`config.mk`:
```
export PLATFORM = sky130hd
export DESIGN_NAME = tdc_timer
export DESIGN_NICKNAME = d
export VERILOG_FILES = /design/src/tdc_pkg.sv /design/src/tdc_timer.sv
export VERILOG_INCLUDE_DIRS = /design/src
export SDC_FILE = /design/constraint.sdc
export NUM_CORES = 1
export LEC_CHECK = 0
export BUFFER_PORTS_ARGS = -buffer_cell sky130_fd_sc_hd__buf_4
export CELL_PAD_IN_SITES_DETAIL_PLACEMENT = 0
export CELL_PAD_IN_SITES_GLOBAL_PLACEMENT = 1
export CORE_MARGIN = 2
export CORE_UTILIZATION = 38
export DETAILED_ROUTE_END_ITERATION = 10
export GPL_TIMING_DRIVEN = 0
export PLACE_DENSITY_LB_ADDON = 0.1
export SETUP_SLACK_MARGIN = 0.5
export SLEW_MARGIN = 5
export SYNTH_ARGS = -nofsm -noshare
export SYNTH_HDL_FRONTEND = slang
export SYNTH_SLANG_ARGS = --single-unit
```
`constraint.sdc`:
```
create_clock -name mclk -period 2.28 [get_ports mclk]
set_clock_uncertainty 0.1 [all_clocks]
set_input_delay 0.114 -clock mclk [delete_from_list [all_inputs] [get_ports mclk]]
set_output_delay 0.114 -clock mclk [all_outputs]
set_load 0.05 [all_outputs]
```
`src/tdc_regs.svh`:
```
// Register addresses, field positions and reset values of the timer pair
`ifndef TDC_REGS_SVH
`define TDC_REGS_SVH
`define TDC_MODE0_ADDR 16'hFF70
`define TDC_MODE1_ADDR 16'hFF78
`define TDC_CSEL0_ADDR 16'hFF74
`define TDC_CSEL1_ADDR 16'hFF7C
`define TDC_CMP0_ADDR  16'hFF60
`define TDC_CMP1_ADDR  16'hFF64
`define TDC_CNT0_ADDR  16'hFF68
`define TDC_CNT1_ADDR  16'hFF6C
`define TDC_PDIR_ADDR  16'hFF80
`define TDC_PLAT_ADDR  16'hFF84
`define TDC_RUN_BIT    7
`define TDC_PWM_BIT    6
`define TDC_CASC_BIT   4
`define TDC_SET_BIT    3
`define TDC_CLR_BIT    2
`define TDC_POL_BIT    1
`define TDC_OE_BIT     0
`define TDC_MODE_RST   5'h00
`define TDC_CSEL_RST   3'h0
`define TDC_CMP_RST    8'h00
`define TDC_PDIR_RST   8'hFF
`define TDC_PLAT_RST   8'h00
`define TDC_PDIR_ONES  8'hC0
`define TDC_CSEL_FALL  3'h0
`define TDC_CSEL_RISE  3'h1
`define TDC_CNT_MAX    8'hFF
`endif

```
`src/tdc_pkg.sv`:
```
// Types shared by the timer pair
package tdc_pkg;
	typedef struct packed {
		logic run;
		logic pwm;
		logic casc;
		logic pol;
		logic oe;
	} tdc_mode_t;
	typedef logic [7:0] tdc_byte_t;
endpackage

```
`src/tdc_timer.sv`:
```
// Dual 8-bit timer/event counter with APB register access
//
// Register access over APB was chosen for this implementation.
`timescale 1ns/1ps
`include "tdc_regs.svh"

module tdc_timer #(
	parameter int PRE_W = 11
) (
	input  wire logic        mclk,
	input  wire logic        rstn,
	input  wire logic        psel,
	input  wire logic        penable,
	input  wire logic        pwrite,
	input  wire logic [15:0] paddr,
	input  wire logic [31:0] pwdata,
	output logic      [31:0] prdata,
	output logic             pready,
	output logic             pslverr,
	input  wire logic [5:0]  port_in,
	output logic      [5:0]  port_out,
	output logic      [5:0]  port_oe_n,
	output logic      [1:0]  match_irq
);
	import tdc_pkg::*;

	// ------------------------------------------------------------
	// Registers and bus decode
	// ------------------------------------------------------------
	tdc_mode_t [1:0]       mode;
	logic [1:0][2:0]       csel;
	tdc_byte_t [1:0]       cmp;
	tdc_byte_t [1:0]       cnt;
	tdc_byte_t             pdir;
	tdc_byte_t             plat;
	logic [1:0]            tff;
	logic [1:0]            pwm_act;
	logic [1:0][PRE_W-1:0] pre;
	logic [1:0]            tick_raw;
	logic [1:0]            tick;
	logic [1:0]            run_eff;
	logic [1:0]            step;
	logic [1:0]            clr_m;
	logic [1:0]            fire;
	logic [1:0]            lvl;
	logic [1:0]            wr_mode;
	logic [1:0]            ev_s1;
	logic [1:0]            ev_s2;
	logic [1:0]            ev_s3;
	logic                  casc;
	logic                  m16;
	logic                  setup;
	logic                  wr_go;
	tdc_byte_t             rd_val;

	function automatic logic addr_hit(input logic [15:0] a);
		case (a)
			`TDC_MODE0_ADDR, `TDC_MODE1_ADDR, `TDC_CSEL0_ADDR,
			`TDC_CSEL1_ADDR, `TDC_CMP0_ADDR, `TDC_CMP1_ADDR,
			`TDC_CNT0_ADDR, `TDC_CNT1_ADDR, `TDC_PDIR_ADDR,
			`TDC_PLAT_ADDR: addr_hit = 1'b1;
			default: addr_hit = 1'b0;
		endcase
	endfunction
	// Low bits of the prescaler that must all be one for a tick
	function automatic logic [PRE_W-1:0] div_mask(
		input logic [2:0] sel,
		input logic       odd
	);
		logic [3:0] e;
		e = {sel - 3'h2, 1'b0} + {3'h0, odd};
		div_mask = '0;
		for (int b = 0; b < PRE_W; b++) begin
			div_mask[b] = (b < int'(e));
		end
	endfunction
	assign setup   = psel & ~penable;
	assign wr_go   = psel & penable & pwrite & pready;
	assign wr_mode = {wr_go & (paddr == `TDC_MODE1_ADDR),
	                  wr_go & (paddr == `TDC_MODE0_ADDR)};
	assign casc    = mode[1].casc;
	assign m16     = {cnt[1], cnt[0]} == {cmp[1], cmp[0]};
	always_comb begin
		case (paddr)
			`TDC_MODE0_ADDR: rd_val = {mode[0].run, mode[0].pwm, 4'h0,
			                           mode[0].pol, mode[0].oe};
			`TDC_MODE1_ADDR: rd_val = {mode[1].run, mode[1].pwm, 1'b0,
			                           mode[1].casc, 2'b00,
			                           mode[1].pol, mode[1].oe};
			`TDC_CSEL0_ADDR: rd_val = {5'h00, csel[0]};
			`TDC_CSEL1_ADDR: rd_val = {5'h00, csel[1]};
			`TDC_CMP0_ADDR:  rd_val = cmp[0];
			`TDC_CMP1_ADDR:  rd_val = cmp[1];
			`TDC_CNT0_ADDR:  rd_val = cnt[0];
			`TDC_CNT1_ADDR:  rd_val = cnt[1];
			`TDC_PDIR_ADDR:  rd_val = pdir | `TDC_PDIR_ONES;
			`TDC_PLAT_ADDR:  rd_val = plat;
			default:         rd_val = 8'h00;
		endcase
	end
	// Answer in the first access cycle; data captured at setup
	always_ff @(posedge mclk) begin
		if (!rstn) begin
			pready  <= 1'b0;
			pslverr <= 1'b0;
			prdata  <= 32'h0000_0000;
		end else begin
			pready  <= setup;
			pslverr <= setup & ~addr_hit(paddr);
			if (setup) begin
				prdata <= {24'h00_0000, rd_val};
			end
		end
	end

	always_ff @(posedge mclk) begin
		if (!rstn) begin
			mode <= {`TDC_MODE_RST, `TDC_MODE_RST};
			csel <= {`TDC_CSEL_RST, `TDC_CSEL_RST};
			cmp  <= {`TDC_CMP_RST, `TDC_CMP_RST};
			pdir <= `TDC_PDIR_RST;
			plat <= `TDC_PLAT_RST;
		end else if (wr_go) begin
			case (paddr)
				`TDC_MODE0_ADDR: mode[0] <= '{pwdata[`TDC_RUN_BIT],
				                  pwdata[`TDC_PWM_BIT], 1'b0,
				                  pwdata[`TDC_POL_BIT], pwdata[`TDC_OE_BIT]};
				`TDC_MODE1_ADDR: mode[1] <= '{pwdata[`TDC_RUN_BIT],
				                  pwdata[`TDC_PWM_BIT],
				                  pwdata[`TDC_CASC_BIT],
				                  pwdata[`TDC_POL_BIT], pwdata[`TDC_OE_BIT]};
				`TDC_CSEL0_ADDR: csel[0] <= pwdata[2:0];
				`TDC_CSEL1_ADDR: csel[1] <= pwdata[2:0];
				`TDC_CMP0_ADDR:  cmp[0]  <= pwdata[7:0];
				`TDC_CMP1_ADDR:  cmp[1]  <= pwdata[7:0];
				`TDC_PDIR_ADDR:  pdir    <= pwdata[7:0];
				`TDC_PLAT_ADDR:  plat    <= pwdata[7:0];
				default: ;
			endcase
		end
	end
	// ------------------------------------------------------------
	// Event pin synchroniser
	// ------------------------------------------------------------
	// Third stage only feeds the edge detector, never the first stage
	always_ff @(posedge mclk) begin
		if (!rstn) begin
			ev_s1 <= 2'b00;
			ev_s2 <= 2'b00;
			ev_s3 <= 2'b00;
		end else begin
			ev_s1 <= port_in[3:2];
			ev_s2 <= ev_s1;
			ev_s3 <= ev_s2;
		end
	end
	// ------------------------------------------------------------
	// Per-timer count logic
	// ------------------------------------------------------------
	// In cascade the high byte takes run, clock and carry from the low
	assign run_eff[0] = mode[0].run;
	assign run_eff[1] = casc ? mode[0].run : mode[1].run;
	assign tick[0]    = tick_raw[0] & run_eff[0];
	assign tick[1]    = (casc ? tick_raw[0] : tick_raw[1]) & run_eff[1];
	assign step[0]    = tick[0];
	assign step[1]    = casc ? tick[0] & (cnt[0] == `TDC_CNT_MAX)
	                         : tick[1];
	genvar i;
	generate
		for (i = 0; i < 2; i++) begin : g_tmr
			assign clr_m[i] = casc ? m16 : (cnt[i] == cmp[i]);
			assign fire[i]  = tick[i] & ~mode[i].pwm & clr_m[i];
			assign lvl[i]   = mode[i].pwm ? (pwm_act[i] ^ mode[i].pol)
			                              : tff[i];
			always_comb begin
				case (csel[i])
					`TDC_CSEL_FALL: tick_raw[i] = ev_s3[i] & ~ev_s2[i];
					`TDC_CSEL_RISE: tick_raw[i] = ~ev_s3[i] & ev_s2[i];
					default: tick_raw[i] = (pre[i] & div_mask(csel[i], 1'(i)))
					                    == div_mask(csel[i], 1'(i));
				endcase
			end
			always_ff @(posedge mclk) begin
				if (!rstn || !run_eff[i]) begin
					pre[i] <= '0;
				end else begin
					pre[i] <= pre[i] + PRE_W'(1);
				end
			end
			always_ff @(posedge mclk) begin
				if (!rstn || !run_eff[i]) begin
					cnt[i] <= 8'h00;
				end else if (fire[i]) begin
					cnt[i] <= 8'h00;
				end else if (step[i]) begin
					cnt[i] <= cnt[i] + 8'h01;
				end
			end
			always_ff @(posedge mclk) begin
				if (!rstn) begin
					match_irq[i] <= 1'b0;
				end else begin
					match_irq[i] <= fire[i];
				end
			end
			// A software preset beats a toggle landing in the same cycle
			always_ff @(posedge mclk) begin
				if (!rstn) begin
					tff[i] <= 1'b0;
				end else if (wr_mode[i] && pwdata[`TDC_SET_BIT]
				             && !pwdata[`TDC_CLR_BIT]) begin
					tff[i] <= 1'b1;
				end else if (wr_mode[i] && pwdata[`TDC_CLR_BIT]
				             && !pwdata[`TDC_SET_BIT]) begin
					tff[i] <= 1'b0;
				end else if (fire[i] && mode[i].pol) begin
					tff[i] <= ~tff[i];
				end
			end
			always_ff @(posedge mclk) begin
				if (!rstn || !run_eff[i] || !mode[i].pwm) begin
					pwm_act[i] <= 1'b0;
				end else if (tick[i] && cnt[i] == `TDC_CNT_MAX) begin
					pwm_act[i] <= 1'b1;
				end else if (tick[i] && cnt[i] == cmp[i]) begin
					pwm_act[i] <= 1'b0;
				end
			end

		end
	endgenerate
	// ------------------------------------------------------------
	// Port pins
	// ------------------------------------------------------------
	always_ff @(posedge mclk) begin
		if (!rstn) begin
			port_out  <= 6'h00;
			port_oe_n <= 6'h3F;
		end else begin
			port_out  <= plat[5:0];
			port_oe_n <= pdir[5:0];
			if (mode[0].oe) begin
				port_out[2] <= lvl[0];
			end
			if (mode[1].oe) begin
				port_out[3] <= lvl[1];
			end
		end
	end
endmodule

```
## Word level (Yosys, flattened, before mapping)

Index checks and enable logic that the tools add are counted.

| storage, ports and cells | value |
|---|---|
| register bits | 117 |
| bits of input ports | 59 |
| logic and storage cells | 179 |

| operators by class | value |
|---|---|
| add/subtract/negate cells | 7 |
| $lt $le $gt $ge | 22 |
| equality and inequality tests | 19 |
| multiplexer cells | 24 |
| bitwise logic cells | 32 |
| reduce and logical (&&, ||, !) cells | 42 |

Operators with widths:

| cell | count |
|---|---|
| $eq A16 B16 Y1 const B | 10 |
| $pmux W8 S10 | 1 |
| $lt A3 B4 Y1 const A | 8 |
| $lt A4 B4 Y1 const A | 6 |
| $add A11 B1 Y11 const B | 2 |
| $and A11 B11 Y11 | 2 |
| $eq A11 B11 Y1 | 2 |
| $mux W1 | 21 |
| $and A1 B1 Y1 | 18 |
| $add A8 B1 Y8 const B | 2 |
| $eq A16 B16 Y1 | 1 |
| $eq A8 B8 Y1 | 2 |
| $eq A8 B8 Y1 const B | 2 |
| $lt A1 B4 Y1 const A | 4 |
| $lt A2 B4 Y1 const A | 4 |
| $reduce_and A2 Y1 | 8 |
| $logic_and A1 B1 Y1 | 14 |
| $not A1 Y1 | 10 |
| $reduce_or A10 Y1 | 1 |
| $logic_not A1 Y1 | 7 |
| $eq A3 B1 Y1 const B | 2 |
| $logic_not A3 Y1 | 2 |
| $reduce_bool A3 Y1 | 2 |
| $sub A3 B2 Y3 const B | 2 |
| other kinds (6) | 13 |

## Logic depth before layout (Yosys ltp)

| logic depth | value |
|---|---|
| word-level depth | 14 |
| depth in mapped cells | 10 |
| depth with buffers taken out | 9 |

## Least setup slack after synthesis

OpenSTA, ideal clock, no wires.

| path | value |
|---|---|
| kind | reg2reg |
| start | reg csel[1] (netlist name) |
| end | reg cnt[10] (netlist name) |
| arrival | 2.149 ns |
| data required time | 2.110 ns |
| slack | -0.039 ns |
| stages on the path, launching flop included | 10 |
| cell sequence | dfxtp_1 inv_1 ha_1 a221oi_1 o221ai_1 a21oi_2 a41oi_4 buf_6 or3_1 a21oi_1 |

| on the way | value |
|---|---|
| word-level cells in the longest chain between the ends | 10 |

RTL lines:

| element | line | RTL |
|---|---|---|
| start: declaration | tdc_timer.sv:31 | `logic [1:0][2:0] csel;` |
| start signal: assignment | tdc_timer.sv:119 | `` csel <= {`TDC_CSEL_RST, `TDC_CSEL_RST}; `` |
| $sub A3 B2 Y3 | tdc_timer.sv:71 | `e = {sel - 3'h2, 1'b0} + {3'h0, odd};` |
| $lt A1 B4 Y1 (tied with other cells) | tdc_timer.sv:74 | `div_mask[b] = (b < int'(e));` |
| $and A11 B11 Y11 | tdc_timer.sv:179 | `default: tick_raw[i] = (pre[i] & div_mask(csel[i], 1'(i)))` |
| $eq A11 B11 Y1 | tdc_timer.sv:180 | `== div_mask(csel[i], 1'(i));` |
| $pmux W1 S2 (*) | tdc_timer.sv:176 | `case (csel[i])` |
| $mux W1 | tdc_timer.sv:164 | `assign tick[1] = (casc ? tick_raw[0] : tick_raw[1]) & run_eff[1];` |
| $and A1 B1 Y1 | tdc_timer.sv:164 |  |
| $and A1 B1 Y1 (2 in series) | tdc_timer.sv:172 | `assign fire[i] = tick[i] & ~mode[i].pwm & clr_m[i];` |
| $reduce_or A2 Y1 (no line) | -- |  |
| end signal: indexed assignment | tdc_timer.sv:196 | `cnt[i] <= cnt[i] + 8'h01;` |
| end: declaration | tdc_timer.sv:33 | `tdc_byte_t [1:0] cnt;` |

Every way passes the cells marked *; elsewhere a longest branch is shown, timed or not.
A chain may end at the register's enable or synchronous reset.

## Worst setup path after layout

| path | value |
|---|---|
| start | reg csel[4] (netlist name) |
| end | reg cnt[9] (netlist name) |

| on the way | value |
|---|---|
| word-level cells in the longest chain between the ends | 11 |

RTL lines:

| element | line |
|---|---|
| $sub A3 B2 Y3 | tdc_timer.sv:71 |
| $add A4 B1 Y4 | tdc_timer.sv:71 |
| $lt A1 B4 Y1 (tied with other cells) | tdc_timer.sv:74 |
| $and A11 B11 Y11 | tdc_timer.sv:179 |
| $eq A11 B11 Y1 | tdc_timer.sv:180 |
| $pmux W1 S2 (*) | tdc_timer.sv:176 |
| $mux W1 (*) | tdc_timer.sv:164 |
| $and A1 B1 Y1 (*) | tdc_timer.sv:164 |
| $and A1 B1 Y1 (2 in series) | tdc_timer.sv:172 |
| $reduce_or A2 Y1 (no line) | -- |

Marks and branches as above.

==> results_dict.tcl <==
set metrics [dict create \
    gp_congestion 0.8629 \
    power_density_mw_per_mm2 650.7 \
    clkPwrFrac 0.518 \
    crit_type "reg -> reg" \
    dr.pass1.iters 5 \
    antenna_found_initial 0 \
    grt_pass1_wl_mm 26.06 \
    area_growth_pct 31.17 \
    cts.sinks 117 \
    final_area_sq_mm 0.007525 \
    cap_violations 0 \
    io_buffers 49 \
    floorplan.initialDensity 0.3917 \
    ys_types 62 \
    postSynthCellCount 640 \
    asyncSetResetFlopFracSynth 0 \
    wl_per_cell_um 17.06 \
    synth_commonest_cells "dfxtp_1, nand2_1, nand3_1" \
    drt-initial-drc-count 369 \
    path_clk_slew_ns 0.06 \
    ios 107 \
    tightest_slew_ns 0.6207 \
    final_antenna_net_count 0 \
    ctsRootBufferMaster "clkbuf_16" \
    grt_max_degree 17 \
    power.leakage_nw 2.797 \
    core_area_sq_mm 0.01464 \
    preCtsSetupSlack_ns -0.1134 \
    cp_num_buf_inv 3 \
    intPower_w 0.003753 \
    crit_path_max_fanout 6 \
    num-fill-cells 1436 \
    rsz0062_at_grt "true" \
    clock.fmax_ghz 0.4472 \
    fin_ws_ns 0.04370 \
    switching_share 0.2335 \
    drive_above_1_share 0.2500 \
    seq_area_frac_synth 0.4083 \
    synthMostInstantiatedCell "dfxtp_1" \
    die_h_um 126.9 \
    synth_seq_cells 117 \
    path_cells "inv_4 -> ha_4 -> a22o_4 -> a31o_4 -> a41o_4 -> a41oi_4 -> buf_6 -> buf_4 -> mux2i_1 -> nor2_1" \
    synth-main-ff-cell "dfxtp_1" \
    cts.path.max_buffers 2 \
    seq_power_share 0.419 \
    relSlewSlack 0.5862 \
    synthTopCellsByArea "dfxtp_1, mux2i_1, nand3_1, xor2_1, nand2_1" \
    status "complete, no violations" \
    period_share 0.9808 \
    startpoint_type "register" \
    cts_inserted_buffers 17 \
    arrival_ns 2.44 \
    htree_levels 4 \
    cp.required_ns 2.48 \
    combPwrFrac 0.063 \
    placed_area_sq_mm 0.006481 \
    drc_errors 0 \
    num-nets-final 838 \
    num_antenna_cells 0 \
    syn_area_sq_mm 0.005737 \
    vias 4941 \
    yosys_warnings 0 \
    slowest_delay_ns 0.37 \
    power.switching_w 0.001143 \
    synth_largest_area_cell "dfxtp_1" \
    globalRouteTotalUtil 0.2131 \
    cp_top_family "compound AO/OA/AOI/OAI gates" \
    synth_edf_count 0 \
    drt_wl_total_mm 16.45 \
    die_x_um 126.9 \
    slew_violations 0 \
    insertion_delay_ns 0.42 \
    ir_worst_vdd_mv 0.6375 \
    setup_viol 0 \
    synth_top_area_frac 0.4083 \
    hold_path.class "in -> reg" \
    hpwlAfterDp_mm 12.28 \
    grt_overflow_total 0 \
    syn_avg_cell_area_sq_um 8.964 \
    slowest_stage "dfxtp_4" \
    core.rowCount 44 \
    cp-end-kind "register" \
    fin_crit_ns 2.236 \
    dieArea_sq_mm 0.01610 \
    vias_per_cell 5.126 \
    cts_tree "yes" \
    hold_viol_final 0 \
    first_global_vias 4845 \
]
logic make-up after synthesis:
family | after synthesis | share of synthesized area
AO/OA/AOI/OAI | 116 | 0.1525
XOR/XNOR | 45 | 0.06870
adder cells (fa/ha/maj) | 12 | 0.02617
buffers and inverters | 65 | 0.06019
flip-flops | 117 | 0.4083
multiplexers | 29 | 0.05060
other | 1 | 0.0006537
AND/OR/NAND/NOR | 255 | 0.2329
routing by layer:
metal / GRT usage / wire length [um] / part of all wire / up-vias
li1: - / - / - / 2457
met1: 0.2700 / 7434 / 0.45 / 2346
met2: 0.3545 / 7981 / 0.49 / 113
met3: 0.05356 / 743 / 0.045 / 25
met4: 0.07304 / 289 / 0.018 / 0
met5: 0 / 0 / 0 / -
registers in the layout (all words and copies together) (netlist names):
register / flops
pslverr: 1
plat: 8
port_oe_n: 6
prdata: 8
pwm_act: 2
pre: 22
ev_s2: 2
cmp: 16
pready: 1
tff: 2
pdir: 6
ev_s1: 2
casc: 1
csel: 6
mode: 8
ev_s3: 2
port_out: 6
cnt: 16
match_irq: 2
placed cells by master, fill, tap and decap left out, types with 15 or more instances in the layout:
cell type,count
xor2_1,25
nor2b_1,24
conb_1,24
a21boi_0,22
xnor2_1,20
clkbuf_1,19
a22oi_1,15
buf_4,100
a21oi_1,17
nand2_1,57
nand3_1,44
dfxtp_1,108
clkbuf_16,17
and2_1,16
nor2_1,39
mux2i_1,29
stage by stage:
step	util	total power (W)	hold slack [ns]	setup TNS (ns)	cells
floorplan	-	0.002304	0.1413	0	663
global placement	0.4426	0.002391	0.2260	-0.03499	896
detailed placement	0.4426	0.002392	0.2282	-0.1724	896
CTS	0.5032	0.004944	0.00008948	0	954
global route	0.5138	0.005066	0.06226	-0.1683	964
finish	0.5138	0.004897	0.02917	0	964
worst paths after layout:
check / startpoint / end / slack (ns) / cells past startpoint
worst min-delay path: penable / prdata[4]$_SDFFE_PN0P_ / 0.03 / 3
worst min register to register: ev_s1[0]$_SDFF_PN0_ / ev_s2[0]$_SDFF_PN0_ / 0.34 / 1
worst max register to register: csel[4]$_SDFFE_PN0P_ / cnt[9]$_SDFFE_PP0P_ / 0.04 / 10
worst max-delay path: csel[4]$_SDFFE_PN0P_ / cnt[9]$_SDFFE_PP0P_ / 0.04 / 10
power by group through the flow:
stage	Clock, W	Sequential (W)	Combinational (W)
floorplan	0	0.00212	0.000184
global placement	0	0.00210	0.000289
detailed placement	0	0.00210	0.000290
CTS	0.00259	0.00205	0.000302
global route	0.00269	0.00205	0.000326
finish	0.00254	0.00205	0.000307
worst min-delay path, delay by kind of cell:
kind,cells,cell delay [ns]
AO/OA/AOI/OAI,1,0.18
AND/OR/NAND/NOR,1,0.11
buffers and inverters,1,0.09
cell type report:
cell class | count | area, sq um | share of cell area
buffer | 52 | 305.3 | 0.04057
timing repair buffer | 85 | 671.9 | 0.08929
clock buffer | 23 | 488.0 | 0.06485
multi-input combinational | 481 | 3328 | 0.4423
tap | 184 | 230.2 | 0.03060
clock inverter | 9 | 76.32 | 0.01014
inverter | 13 | 56.30 | 0.007483
sequential | 117 | 2369 | 0.3148
repair_timing:
item,4_1_cts,5_1_grt
pin swaps,11,13
resized for setup,25,26
setup endpoints to repair,53,57
setup buffers,18,10
cloned,1,0
hold buffers,7,0
hold endpoints to repair,26,0
Note: power is estimated with default switching activity, not from simulation.
